==> src/shared/gpio_port_pkg.sv <==
// Package for the shared-pin parallel port: register map, field layout, widths.
// Assumes a 32-bit AHB-Lite slave with one aligned word per register.
package gpio_port_pkg;

   // ==========================================================
   // Widths
   localparam int unsigned PIN_COUNT    = 16;
   localparam int unsigned SEL_W        = 5;
   localparam int unsigned IN_REMAP_N   = 14;
   localparam int unsigned OUT_REMAP_N  = 13;
   localparam int unsigned REMAP_N      = IN_REMAP_N + OUT_REMAP_N;
   localparam int unsigned FUNC_N       = 4;

   // ==========================================================
   // Register byte offsets
   localparam logic [11:0] DIR_OFS      = 12'h000;
   localparam logic [11:0] LATCH_OFS    = 12'h004;
   localparam logic [11:0] LEVEL_OFS    = 12'h008;
   localparam logic [11:0] ANCFG_OFS    = 12'h00c;
   localparam logic [11:0] LOCK_OFS     = 12'h010;
   localparam logic [11:0] REMAP_BASE   = 12'h100;
   localparam logic [11:0] REMAP_LAST   = 12'h168;
   localparam int unsigned OUT_REMAP_12 = IN_REMAP_N + 12;

   // ==========================================================
   // Fields and reset values
   localparam int unsigned LOCK_BIT     = 6;
   localparam int unsigned HI_SEL_LSB   = 8;
   localparam logic [15:0] REMAP_MASK   = 16'h1f1f;
   localparam logic [15:0] DIR_RESET    = 16'hffff;
   localparam logic [15:0] LATCH_RESET  = 16'h0000;
   localparam logic [15:0] ANCFG_RESET  = 16'h0000;
   localparam logic [15:0] REMAP_RESET  = 16'h0000;
   localparam logic [1:0]  HTRANS_NONSEQ = 2'h2;
   localparam logic [2:0]  HSIZE_WORD   = 3'h2;

   // Pin variant masks; implemented pins, analog-capable pins and input-only pins
   localparam logic [15:0] PIN_IMPL     = 16'hffff;
   localparam logic [15:0] PIN_ANALOG   = 16'h000f;
   localparam logic [15:0] PIN_IN_ONLY  = 16'h0000;

   // Peripheral request for one pin, function 0 has highest priority
   typedef struct packed {
      logic [FUNC_N-1:0] enable;
      logic [FUNC_N-1:0] drive;
      logic [FUNC_N-1:0] out;
   } periph_req_s;

   // Pin driver for one pin
   typedef struct packed {
      logic out;
      logic oe;
   } pin_drv_s;

endpackage

==> src/rtl/pin_mux.sv <==
// One pin's output ownership and input gating.
// Assumes pin input already synchronised in the hclk domain.
`timescale 1ns/1ps
`default_nettype none
module pin_mux (
   // Port side
   input  wire logic                       dir_in,
   input  wire logic                       latch_bit,
   input  wire logic                       analog_mode,
   input  wire logic                       in_only,
   // Peripheral side
   input  wire gpio_port_pkg::periph_req_s req,
   output logic                            periph_in,
   // Pad side
   input  wire logic                       pin_sync,
   output gpio_port_pkg::pin_drv_s         drv,
   output logic                            level
);
   logic owned;
   logic owner_out;

   // ==========================================================
   // Priority: lowest-numbered enabled function wins
   always_comb begin
      owned     = 1'b0;
      owner_out = 1'b0;
      if (!in_only) begin // [RULE9]
         for (int i = gpio_port_pkg::FUNC_N - 1; i >= 0; i--) begin
            if (req.enable[i]) begin // [RULE14]
               owned     = req.drive[i]; // [RULE1] [RULE2]
               owner_out = req.out[i];
            end
         end
      end
   end

   always_comb begin
      if (owned) begin
         drv.out = owner_out; // [RULE1]
         drv.oe  = 1'b1;
      end else begin
         drv.out = latch_bit; // [RULE2] [RULE4]
         drv.oe  = !dir_in; // [RULE13]
      end
   end

   // Analog disables digital input buffer
   assign level = analog_mode ? 1'b0 : pin_sync; // [RULE11]
   // Port-driven value never feeds peripheral: only foreign drive reaches it
   assign periph_in = (!owned && drv.oe) ? 1'b0 : level; // [RULE3]

endmodule // pin_mux
`default_nettype wire

==> src/rtl/gpio_port.sv <==
// Shared-pin parallel port with AHB-Lite register access and pin remap selects.
// Assumes one hclk domain; pins are asynchronous and synchronised here.
`timescale 1ns/1ps
`default_nettype none
// Function
// RULE1: Active enabled peripheral owns pin output
// RULE2: Idle enabled peripheral leaves port driving
// RULE3: Port output never loops to peripheral
// RULE4: Direction one is input, zero output
// RULE5: Reset makes every pin input
// RULE6: Latch register reads and writes latch
// RULE7: Level reads pins, writes hit latch
// RULE8: Unimplemented pin bits read zero
// RULE9: Input-only shared pin is dedicated port
// RULE10: Analog-shared pins reset as analog
// RULE11: Analog pin digital read returns zero
// RULE12: Software sets config bit for digital
// RULE13: Output driver usable while analog
// RULE14: Highest priority enabled function wins
// RULE15: Twenty-seven remap registers, 14 in, 13 out
// RULE16: Remap writes only while unlocked
// RULE17: Pin 25 and 24 select fields
// RULE18: Remap unused bits read zero
// RULE19: Pin levels sampled on clock
module gpio_port (
   // Clock and reset
   input  wire logic                        hclk,
   input  wire logic                        hresetn,
   // AHB-Lite slave
   input  wire logic                        hsel,
   input  wire logic [31:0]                 haddr,
   input  wire logic [1:0]                  htrans,
   input  wire logic                        hwrite,
   input  wire logic [2:0]                  hsize,
   input  wire logic                        hready,
   input  wire logic [31:0]                 hwdata,
   output logic [31:0]                      hrdata,
   output logic                             hreadyout,
   output logic                             hresp,
   // Peripherals
   input  wire gpio_port_pkg::periph_req_s  periph_req [gpio_port_pkg::PIN_COUNT],
   output logic [15:0]                      periph_in,
   output logic [4:0]                       pin24_output_select,
   output logic [4:0]                       pin25_output_select,
   // Pads
   input  wire logic [15:0]                 pin_in,
   output logic [15:0]                      pin_out,
   output logic [15:0]                      pin_oe
);
   logic [15:0] pin_direction_reg;
   logic [15:0] output_latch_reg;
   logic [15:0] pin_level_reg;
   logic [15:0] analog_pin_config_low;
   logic        remap_lock_bit;
   logic [15:0] remap_reg [gpio_port_pkg::REMAP_N];
   logic [15:0] sync1_reg;
   logic [15:0] sync2_reg;
   logic [15:0] level_now;
   logic [15:0] analog_mode;
   gpio_port_pkg::pin_drv_s drv [gpio_port_pkg::PIN_COUNT];

   // Data phase capture
   logic        wr_pend_reg;
   logic        rd_pend_reg;
   logic [11:0] addr_reg;
   logic        take;
   logic        remap_hit;
   logic [4:0]  remap_idx;
   logic [11:0] remap_ofs;

   // ==========================================================
   // Pin synchroniser and level sampling
   always_ff @(posedge hclk or negedge hresetn) begin
      if (!hresetn) begin
         sync1_reg <= 16'h0000;
         sync2_reg <= 16'h0000;
      end else begin
         sync1_reg <= pin_in;
         sync2_reg <= sync1_reg;
      end
   end

   always_ff @(posedge hclk or negedge hresetn) begin
      if (!hresetn) begin
         pin_level_reg <= 16'h0000;
      end else begin
         pin_level_reg <= level_now & gpio_port_pkg::PIN_IMPL; // [RULE19] [RULE8]
      end
   end

   // Analog when capable and config bit still zero
   assign analog_mode = gpio_port_pkg::PIN_ANALOG & ~analog_pin_config_low; // [RULE10]

   // ==========================================================
   // Per-pin muxes
   genvar g;
   generate
      for (g = 0; g < gpio_port_pkg::PIN_COUNT; g++) begin : g_pin
         pin_mux u_mux (
            .dir_in      (pin_direction_reg[g]),
            .latch_bit   (output_latch_reg[g]),
            .analog_mode (analog_mode[g]),
            .in_only     (gpio_port_pkg::PIN_IN_ONLY[g]),
            .req         (periph_req[g]),
            .periph_in   (periph_in[g]),
            .pin_sync    (sync2_reg[g]),
            .drv         (drv[g]),
            .level       (level_now[g])
         );
         assign pin_out[g] = drv[g].out & gpio_port_pkg::PIN_IMPL[g];
         assign pin_oe[g]  = drv[g].oe & gpio_port_pkg::PIN_IMPL[g]; // [RULE8]
      end
   endgenerate

   // ==========================================================
   // AHB-Lite address phase
   assign take = hsel && hready && (htrans == gpio_port_pkg::HTRANS_NONSEQ);

   always_ff @(posedge hclk or negedge hresetn) begin
      if (!hresetn) begin
         wr_pend_reg <= 1'b0;
         rd_pend_reg <= 1'b0;
         addr_reg    <= 12'h000;
      end else begin
         wr_pend_reg <= take && hwrite;
         rd_pend_reg <= take && !hwrite;
         if (take) begin
            addr_reg <= haddr[11:0];
         end
      end
   end

   assign hreadyout = 1'b1;
   assign hresp     = 1'b0;

   assign remap_ofs = addr_reg - gpio_port_pkg::REMAP_BASE;
   assign remap_idx = remap_ofs[6:2];
   assign remap_hit = (addr_reg >= gpio_port_pkg::REMAP_BASE)
                      && (addr_reg <= gpio_port_pkg::REMAP_LAST)
                      && (addr_reg[1:0] == 2'h0); // [RULE15]

   // ==========================================================
   // Port registers
   always_ff @(posedge hclk or negedge hresetn) begin
      if (!hresetn) begin
         pin_direction_reg <= gpio_port_pkg::DIR_RESET; // [RULE5]
      end else if (wr_pend_reg && addr_reg == gpio_port_pkg::DIR_OFS) begin
         pin_direction_reg <= hwdata[15:0] | ~gpio_port_pkg::PIN_IMPL; // [RULE4]
      end
   end

   always_ff @(posedge hclk or negedge hresetn) begin
      if (!hresetn) begin
         output_latch_reg <= gpio_port_pkg::LATCH_RESET;
      end else if (wr_pend_reg && (addr_reg == gpio_port_pkg::LATCH_OFS
                                   || addr_reg == gpio_port_pkg::LEVEL_OFS)) begin
         output_latch_reg <= hwdata[15:0] & gpio_port_pkg::PIN_IMPL; // [RULE6] [RULE7]
      end
   end

   always_ff @(posedge hclk or negedge hresetn) begin
      if (!hresetn) begin
         analog_pin_config_low <= gpio_port_pkg::ANCFG_RESET; // [RULE10]
      end else if (wr_pend_reg && addr_reg == gpio_port_pkg::ANCFG_OFS) begin
         analog_pin_config_low <= hwdata[15:0] & gpio_port_pkg::PIN_ANALOG; // [RULE12]
      end
   end

   always_ff @(posedge hclk or negedge hresetn) begin
      if (!hresetn) begin
         remap_lock_bit <= 1'b0;
      end else if (wr_pend_reg && addr_reg == gpio_port_pkg::LOCK_OFS) begin
         remap_lock_bit <= hwdata[gpio_port_pkg::LOCK_BIT];
      end
   end

   // ==========================================================
   // Remap registers behind the lock
   always_ff @(posedge hclk or negedge hresetn) begin
      if (!hresetn) begin
         for (int i = 0; i < gpio_port_pkg::REMAP_N; i++) begin
            remap_reg[i] <= gpio_port_pkg::REMAP_RESET; // [RULE17]
         end
      end else if (wr_pend_reg && remap_hit && !remap_lock_bit) begin // [RULE16]
         remap_reg[remap_idx] <= hwdata[15:0] & gpio_port_pkg::REMAP_MASK; // [RULE18]
      end
   end

   assign pin24_output_select =
      remap_reg[gpio_port_pkg::OUT_REMAP_12][gpio_port_pkg::SEL_W-1:0]; // [RULE17]
   assign pin25_output_select = // [RULE17]
      remap_reg[gpio_port_pkg::OUT_REMAP_12][gpio_port_pkg::HI_SEL_LSB +: gpio_port_pkg::SEL_W];

   // ==========================================================
   // Read data
   always_comb begin
      hrdata = 32'h0000_0000;
      if (rd_pend_reg) begin
         if (addr_reg == gpio_port_pkg::DIR_OFS) begin
            hrdata[15:0] = pin_direction_reg & gpio_port_pkg::PIN_IMPL; // [RULE8]
         end else if (addr_reg == gpio_port_pkg::LATCH_OFS) begin
            hrdata[15:0] = output_latch_reg; // [RULE6]
         end else if (addr_reg == gpio_port_pkg::LEVEL_OFS) begin
            hrdata[15:0] = pin_level_reg; // [RULE7]
         end else if (addr_reg == gpio_port_pkg::ANCFG_OFS) begin
            hrdata[15:0] = analog_pin_config_low;
         end else if (addr_reg == gpio_port_pkg::LOCK_OFS) begin
            hrdata[gpio_port_pkg::LOCK_BIT] = remap_lock_bit;
         end else if (remap_hit) begin
            hrdata[15:0] = remap_reg[remap_idx]; // [RULE18]
         end
      end
   end

   // ==========================================================
   // Assertions
   a_analog_reads_zero: assert property (@(posedge hclk) disable iff (!hresetn) // [RULE11]
      analog_mode[0] |=> !pin_level_reg[0])
      else $error("analog pin read as one");

   a_level_sampled: assert property (@(posedge hclk) disable iff (!hresetn) // [RULE19]
      (analog_mode == 16'h0000) ##1 (analog_mode == 16'h0000)
      |-> pin_level_reg == $past(sync2_reg))
      else $error("pin level not sampled");

   a_lock_holds: assert property (@(posedge hclk) disable iff (!hresetn) // [RULE16]
      (wr_pend_reg && remap_lock_bit) |=> $stable(pin24_output_select)
                                          && $stable(pin25_output_select))
      else $error("remap changed while locked");

   a_remap_write: assert property (@(posedge hclk) disable iff (!hresetn) // [RULE17]
      (wr_pend_reg && !remap_lock_bit && remap_hit
       && remap_idx == 5'(gpio_port_pkg::OUT_REMAP_12))
      |=> pin24_output_select == $past(hwdata[4:0])
          && pin25_output_select == $past(hwdata[12:8]))
      else $error("remap fields not written");

   a_remap_reserved: assert property (@(posedge hclk) disable iff (!hresetn) // [RULE18]
      (rd_pend_reg && remap_hit) |-> (hrdata[15:13] == 3'h0 && hrdata[7:5] == 3'h0))
      else $error("reserved remap bits set");

   a_latch_write: assert property (@(posedge hclk) disable iff (!hresetn) // [RULE7]
      (wr_pend_reg && addr_reg == gpio_port_pkg::LEVEL_OFS)
      |=> output_latch_reg == $past(hwdata[15:0]))
      else $error("level write missed latch");

   a_port_drives: assert property (@(posedge hclk) disable iff (!hresetn) // [RULE4]
      (periph_req[0].enable == 4'h0 && !pin_direction_reg[0])
      |-> pin_oe[0] && pin_out[0] == output_latch_reg[0])
      else $error("output pin not driven from latch");

   a_periph_owns: assert property (@(posedge hclk) disable iff (!hresetn) // [RULE1]
      (periph_req[5].enable[0] && periph_req[5].drive[0])
      |-> pin_oe[5] && pin_out[5] == periph_req[5].out[0])
      else $error("peripheral lost its pin");

   a_idle_periph: assert property (@(posedge hclk) disable iff (!hresetn) // [RULE2]
      (periph_req[5].enable[0] && !periph_req[5].drive[0] && !pin_direction_reg[5])
      |-> pin_oe[5] && pin_out[5] == output_latch_reg[5])
      else $error("idle peripheral blocked port drive");

   a_loop_blocked: assert property (@(posedge hclk) disable iff (!hresetn) // [RULE3]
      (pin_oe[0] && periph_req[0].enable == 4'h0) |-> !periph_in[0])
      else $error("port output looped to peripheral");

   a_analog_in_off: assert property (@(posedge hclk) disable iff (!hresetn) // [RULE11]
      analog_mode[1] |-> !periph_in[1])
      else $error("analog pin input buffer active");

   a_latch_rw: assert property (@(posedge hclk) disable iff (!hresetn) // [RULE6]
      (wr_pend_reg && addr_reg == gpio_port_pkg::LATCH_OFS)
      |=> output_latch_reg == $past(hwdata[15:0]))
      else $error("latch write lost");

   a_read_level: assert property (@(posedge hclk) disable iff (!hresetn) // [RULE7]
      (rd_pend_reg && addr_reg == gpio_port_pkg::LEVEL_OFS)
      |-> hrdata[15:0] == pin_level_reg)
      else $error("level read not from pins");

   a_remap_reset: assert property (@(posedge hclk) // [RULE17]
      $rose(hresetn)
      |-> pin24_output_select == gpio_port_pkg::REMAP_RESET[gpio_port_pkg::SEL_W-1:0]
          && pin25_output_select == gpio_port_pkg::REMAP_RESET[gpio_port_pkg::SEL_W-1:0])
      else $error("select fields not cleared by reset");

   a_dir_reset: assert property (@(posedge hclk) // [RULE5]
      $rose(hresetn) |-> pin_direction_reg == gpio_port_pkg::DIR_RESET)
      else $error("pins not inputs after reset");

   c_lock_write: cover property (@(posedge hclk) disable iff (!hresetn)
      wr_pend_reg && remap_hit && remap_lock_bit);
   c_periph_own: cover property (@(posedge hclk) disable iff (!hresetn)
      periph_req[5].enable[0] && periph_req[5].drive[0]);
   c_idle_periph: cover property (@(posedge hclk) disable iff (!hresetn)
      periph_req[5].enable[0] && !periph_req[5].drive[0] && periph_req[5].drive[2]);
   c_level_read: cover property (@(posedge hclk) disable iff (!hresetn)
      rd_pend_reg && addr_reg == gpio_port_pkg::LEVEL_OFS);

endmodule // gpio_port
`default_nettype wire

==> config.mk <==
export PLATFORM = sky130hd
export DESIGN_NAME = gpio_port
export DESIGN_NICKNAME = d
export VERILOG_FILES = /design/src/shared/gpio_port_pkg.sv /design/src/rtl/pin_mux.sv /design/src/rtl/gpio_port.sv
export SDC_FILE = /design/constraint.sdc
export NUM_CORES = 1
export LEC_CHECK = 0
export BUFFER_PORTS_ARGS = -buffer_cell sky130_fd_sc_hd__clkbuf_2
export CORE_AREA = 2 2 132 262
export CTS_CLUSTER_SIZE = 28
export DETAILED_ROUTE_END_ITERATION = 8
export DIE_AREA = 0 0 134 264
export PLACE_DENSITY = 0.79
export SYNTH_ARGS = -nofsm -noshare
export SYNTH_HDL_FRONTEND = slang
export SYNTH_SLANG_ARGS = --single-unit
==> constraint.sdc <==
create_clock -name hclk -period 3.6 [get_ports hclk]
set_input_delay 0.9 -clock hclk [delete_from_list [all_inputs] [get_ports hclk]]
set_output_delay 0.9 -clock hclk [all_outputs]
set_load 0.01 [all_outputs]
==> results.json <==
{
  "firstDrtPassIters": 5,
  "instances_no_fill": 2175,
  "wl_per_cell_um": 23.7,
  "synth_top_cell_by_area": "dfrtp_1",
  "setup_ws_ns": -0.307,
  "synth_cells": 1405,
  "vias": 13006,
  "hold_buffers": 0,
  "boundaryPins": 374,
  "cp-start-kind": "flip-flop",
  "async_flop_share_pct": 100,
  "n_fill_cell": 2410,
  "synth.area.top_cells": "dfrtp_1 (49%), mux2_2 (21%), mux4_2 (6.0%)",
  "place_inst": 2106,
  "grt-ovfl-total": 0,
  "htree_num_levels": 1,
  "setup_viol": 12,
  "yosys-top-cells-count": "dfrtp_1 (353), mux2_2 (341), nand2_1 (98)",
  "rsz0062_at_grt": "yes",
  "cts_sinks": 369,
  "required_ns": 2.70,
  "seq_area_frac_synth_pct": 51.3,
  "cts_tree": "yes",
  "clkLatencyLatePin_ns": 0.58,
  "grt_usage_pct": 29.2,
  "core_um2": 33400,
  "yosysWarnings": 0,
  "cap_violations": 0,
  "syn_to_final_growth_pct": 19.2,
  "finish.utilization_pct": 64.4,
  "final.min_clock_period_ns": 3.91,
  "holdWs_ns": 0.336,
  "grt_pass1_vias": 14064,
  "hold_violations": 0,
  "multiInputGateArea_um2": 8320,
  "viasPerCell": 5.98,
  "worstHoldPathType": "in2async",
  "syn_avg_cell_area_um2": 12.8,
  "slew_headroom_pct": 44.8,
  "cp-end-kind": "primary output",
  "worst_slew_pin_slew_ns": 0.823,
  "critPathKind": "reg2out",
  "cts_root_buffer": "clkbuf_16",
  "layout-drive-gt1-share_pct": 52.6,
  "largest_register_ff_count": 260,
  "finalCritPeriodShare_pct": 109,
  "max_freq_ghz": 0.256,
  "dp_hpwl_um": 37300,
  "critPathMaxFanout": 7,
  "synth.distinct_cells": 55,
  "die_h_um": 264,
  "routed_wl_um": 51600,
  "yosys_register_bits": 369,
  "ff_latch_area_um2": 9260,
  "antenna_found_initial": 1,
  "synth-edff-count": 0,
  "initial_core_util_pct": 54.0,
  "fin_setup_tns_ns": -2.28,
  "portBuffers": 316,
  "arrival_ns": 3.01,
  "drc": 0,
  "grt_max_degree": 95,
  "clockBufferDepth": 3,
  "grt_pass1_wl_um": 78800,
  "finalNetCount": 1998,
  "fin_worst_skew_ns": 0.0113,
  "fp.dieW_um": 134,
  "cts_made_buffers": 29,
  "ys.flop_type": "dfrtp_1",
  "post_dp_cell_area_um2": 20100,
  "violations": "setup timing",
  "drtAntennaViolNets": 0,
  "p_leak_nw": 9.75,
  "drt_iter0_drc": 790,
  "routabilityCongestion": 0.925,
  "yosysMostFrequentCell": "dfrtp_1",
  "netlist_area_um2": 18000,
  "core.rowCount": 95,
  "clk_transition_reported_paths_ns": 0.07,
  "powerDensity_nw_per_um2": 469,
  "die_area_um2": 35400,
  "design_area_um2": 21500,
  "maxSlewViolCount": 0,
  "yosysTopAreaCellShare_pct": 49.0,
  "status": "finished with violations",
  "ir_worst_vdd_v": 0.000357,
  "diodes": 0
}
-- logic make-up (layout without fill, tap and decap cells) --
group	after synthesis	count (layout)	share of synthesized area (%)
AND/OR/NAND/NOR	261	261	8.03
multiplexers	430	430	29.5
flip-flops	369	369	51.3
other	2	18	0.0416
AO/OA/AOI/OAI	192	192	6.91
buffers and inverters	151	469	4.18
-- stage by stage --
| step | setup slack, ns | power [mW] |
|---|---|---|
| final | -0.307 | 10.1 |
| after global routing | -0.327 | 10.4 |
| after CTS | -0.269 | 10.0 |
| after detailed placement | 0.0587 | 6.62 |
| after global placement | 0.122 | 6.56 |
| after floorplan | 0.264 | 5.83 |
-- cells in the final DEF, fill, tap and decap left out, types with 7 or more instances in the layout --
cell       netlist  final
and2_1           7      7
buf_12           0      9
a211oi_1        13     10
o221ai_1        11      8
clkbuf_1        57      8
conb_1           2     18
buf_4           45     55
dfrtp_1        353    350
nor2b_1         23     23
mux2i_1         41     41
nand3b_1        18     18
mux2_2         341    341
a21boi_0        18     18
buf_2            9      8
and3b_1         16     16
o22ai_1          8      7
inv_1           26     26
o21ai_0         44     42
mux4_2          48     48
nand2_2         18     20
clkbuf_16        0     29
clkbuf_2         0    306
a21oi_1         56     55
nand2_1         98     96
nor2_1          27     24
dfstp_2         16     16
-- final timing paths --
check / cells after the start / slack [ns] / to / startpoint
setup / recovery: 6 / -0.31 / hrdata[11] / addr_reg[9]$_DFFE_PN0P_
hold / removal: 1 / 0.34 / pin24_output_select[3]$_DFFE_PN0P_ / hresetn
setup reg to reg: 6 / 0.46 / pin25_output_select[0]$_DFFE_PN0P_ / addr_reg[9]$_DFFE_PN0P_
hold reg to reg: 0 / 0.35 / sync2_reg[3]$_DFF_PN0_ / sync1_reg[3]$_DFF_PN0_
max in group asynchronous: 2 / 2.29 / pin_direction_reg[15]$_DFFE_PN1P_ / hresetn
min in group hclk: 0 / 0.35 / sync2_reg[3]$_DFF_PN0_ / sync1_reg[3]$_DFF_PN0_
-- worst max-delay path: stages (launching register included) --
cell,delay [ns]
dfrtp_1,0.38
or4_4,0.56
a311o_2,0.45
nor4_1,0.37
o31ai_1,0.18
a221oi_1,0.29
buf_2,0.20
-- what timing repair did --
| item | in CTS | in global routing |
|---|---|---|
| setup endpoints to repair | 15 | 12 |
| buffers inserted | 5 | 9 |
| gates cloned | 1 | 0 |
| pin swaps | 10 | 5 |
| gates resized for setup | 37 | 24 |
-- area by class of cell --
class / instances / area share [%]
flip-flops and latches: 369 / 43.0
multi-input cells: 901 / 38.7
inverters: 28 / 0.489
well taps: 436 / 2.54
repair buffers: 387 / 10.7
clock buffers: 42 / 3.83
clock inverters: 12 / 0.686
-- routing by layer --
layer	GRT usage (%)	part of all wire, %
met1	29.9	32
met5	0	0.025
met2	52.5	54
met4	21.4	7.9
met3	5.16	6.1
-- report_power, final --
part / internal (mW) / leakage, nW / switching (mW)
registers: 4.38 / 4.37 / 0.147
logic: 1.00 / 4.91 / 1.22
clock network: 1.81 / 0.474 / 1.52
total: 7.20 / 9.75 / 2.89
Note: power is estimated with default switching activity, not from simulation.
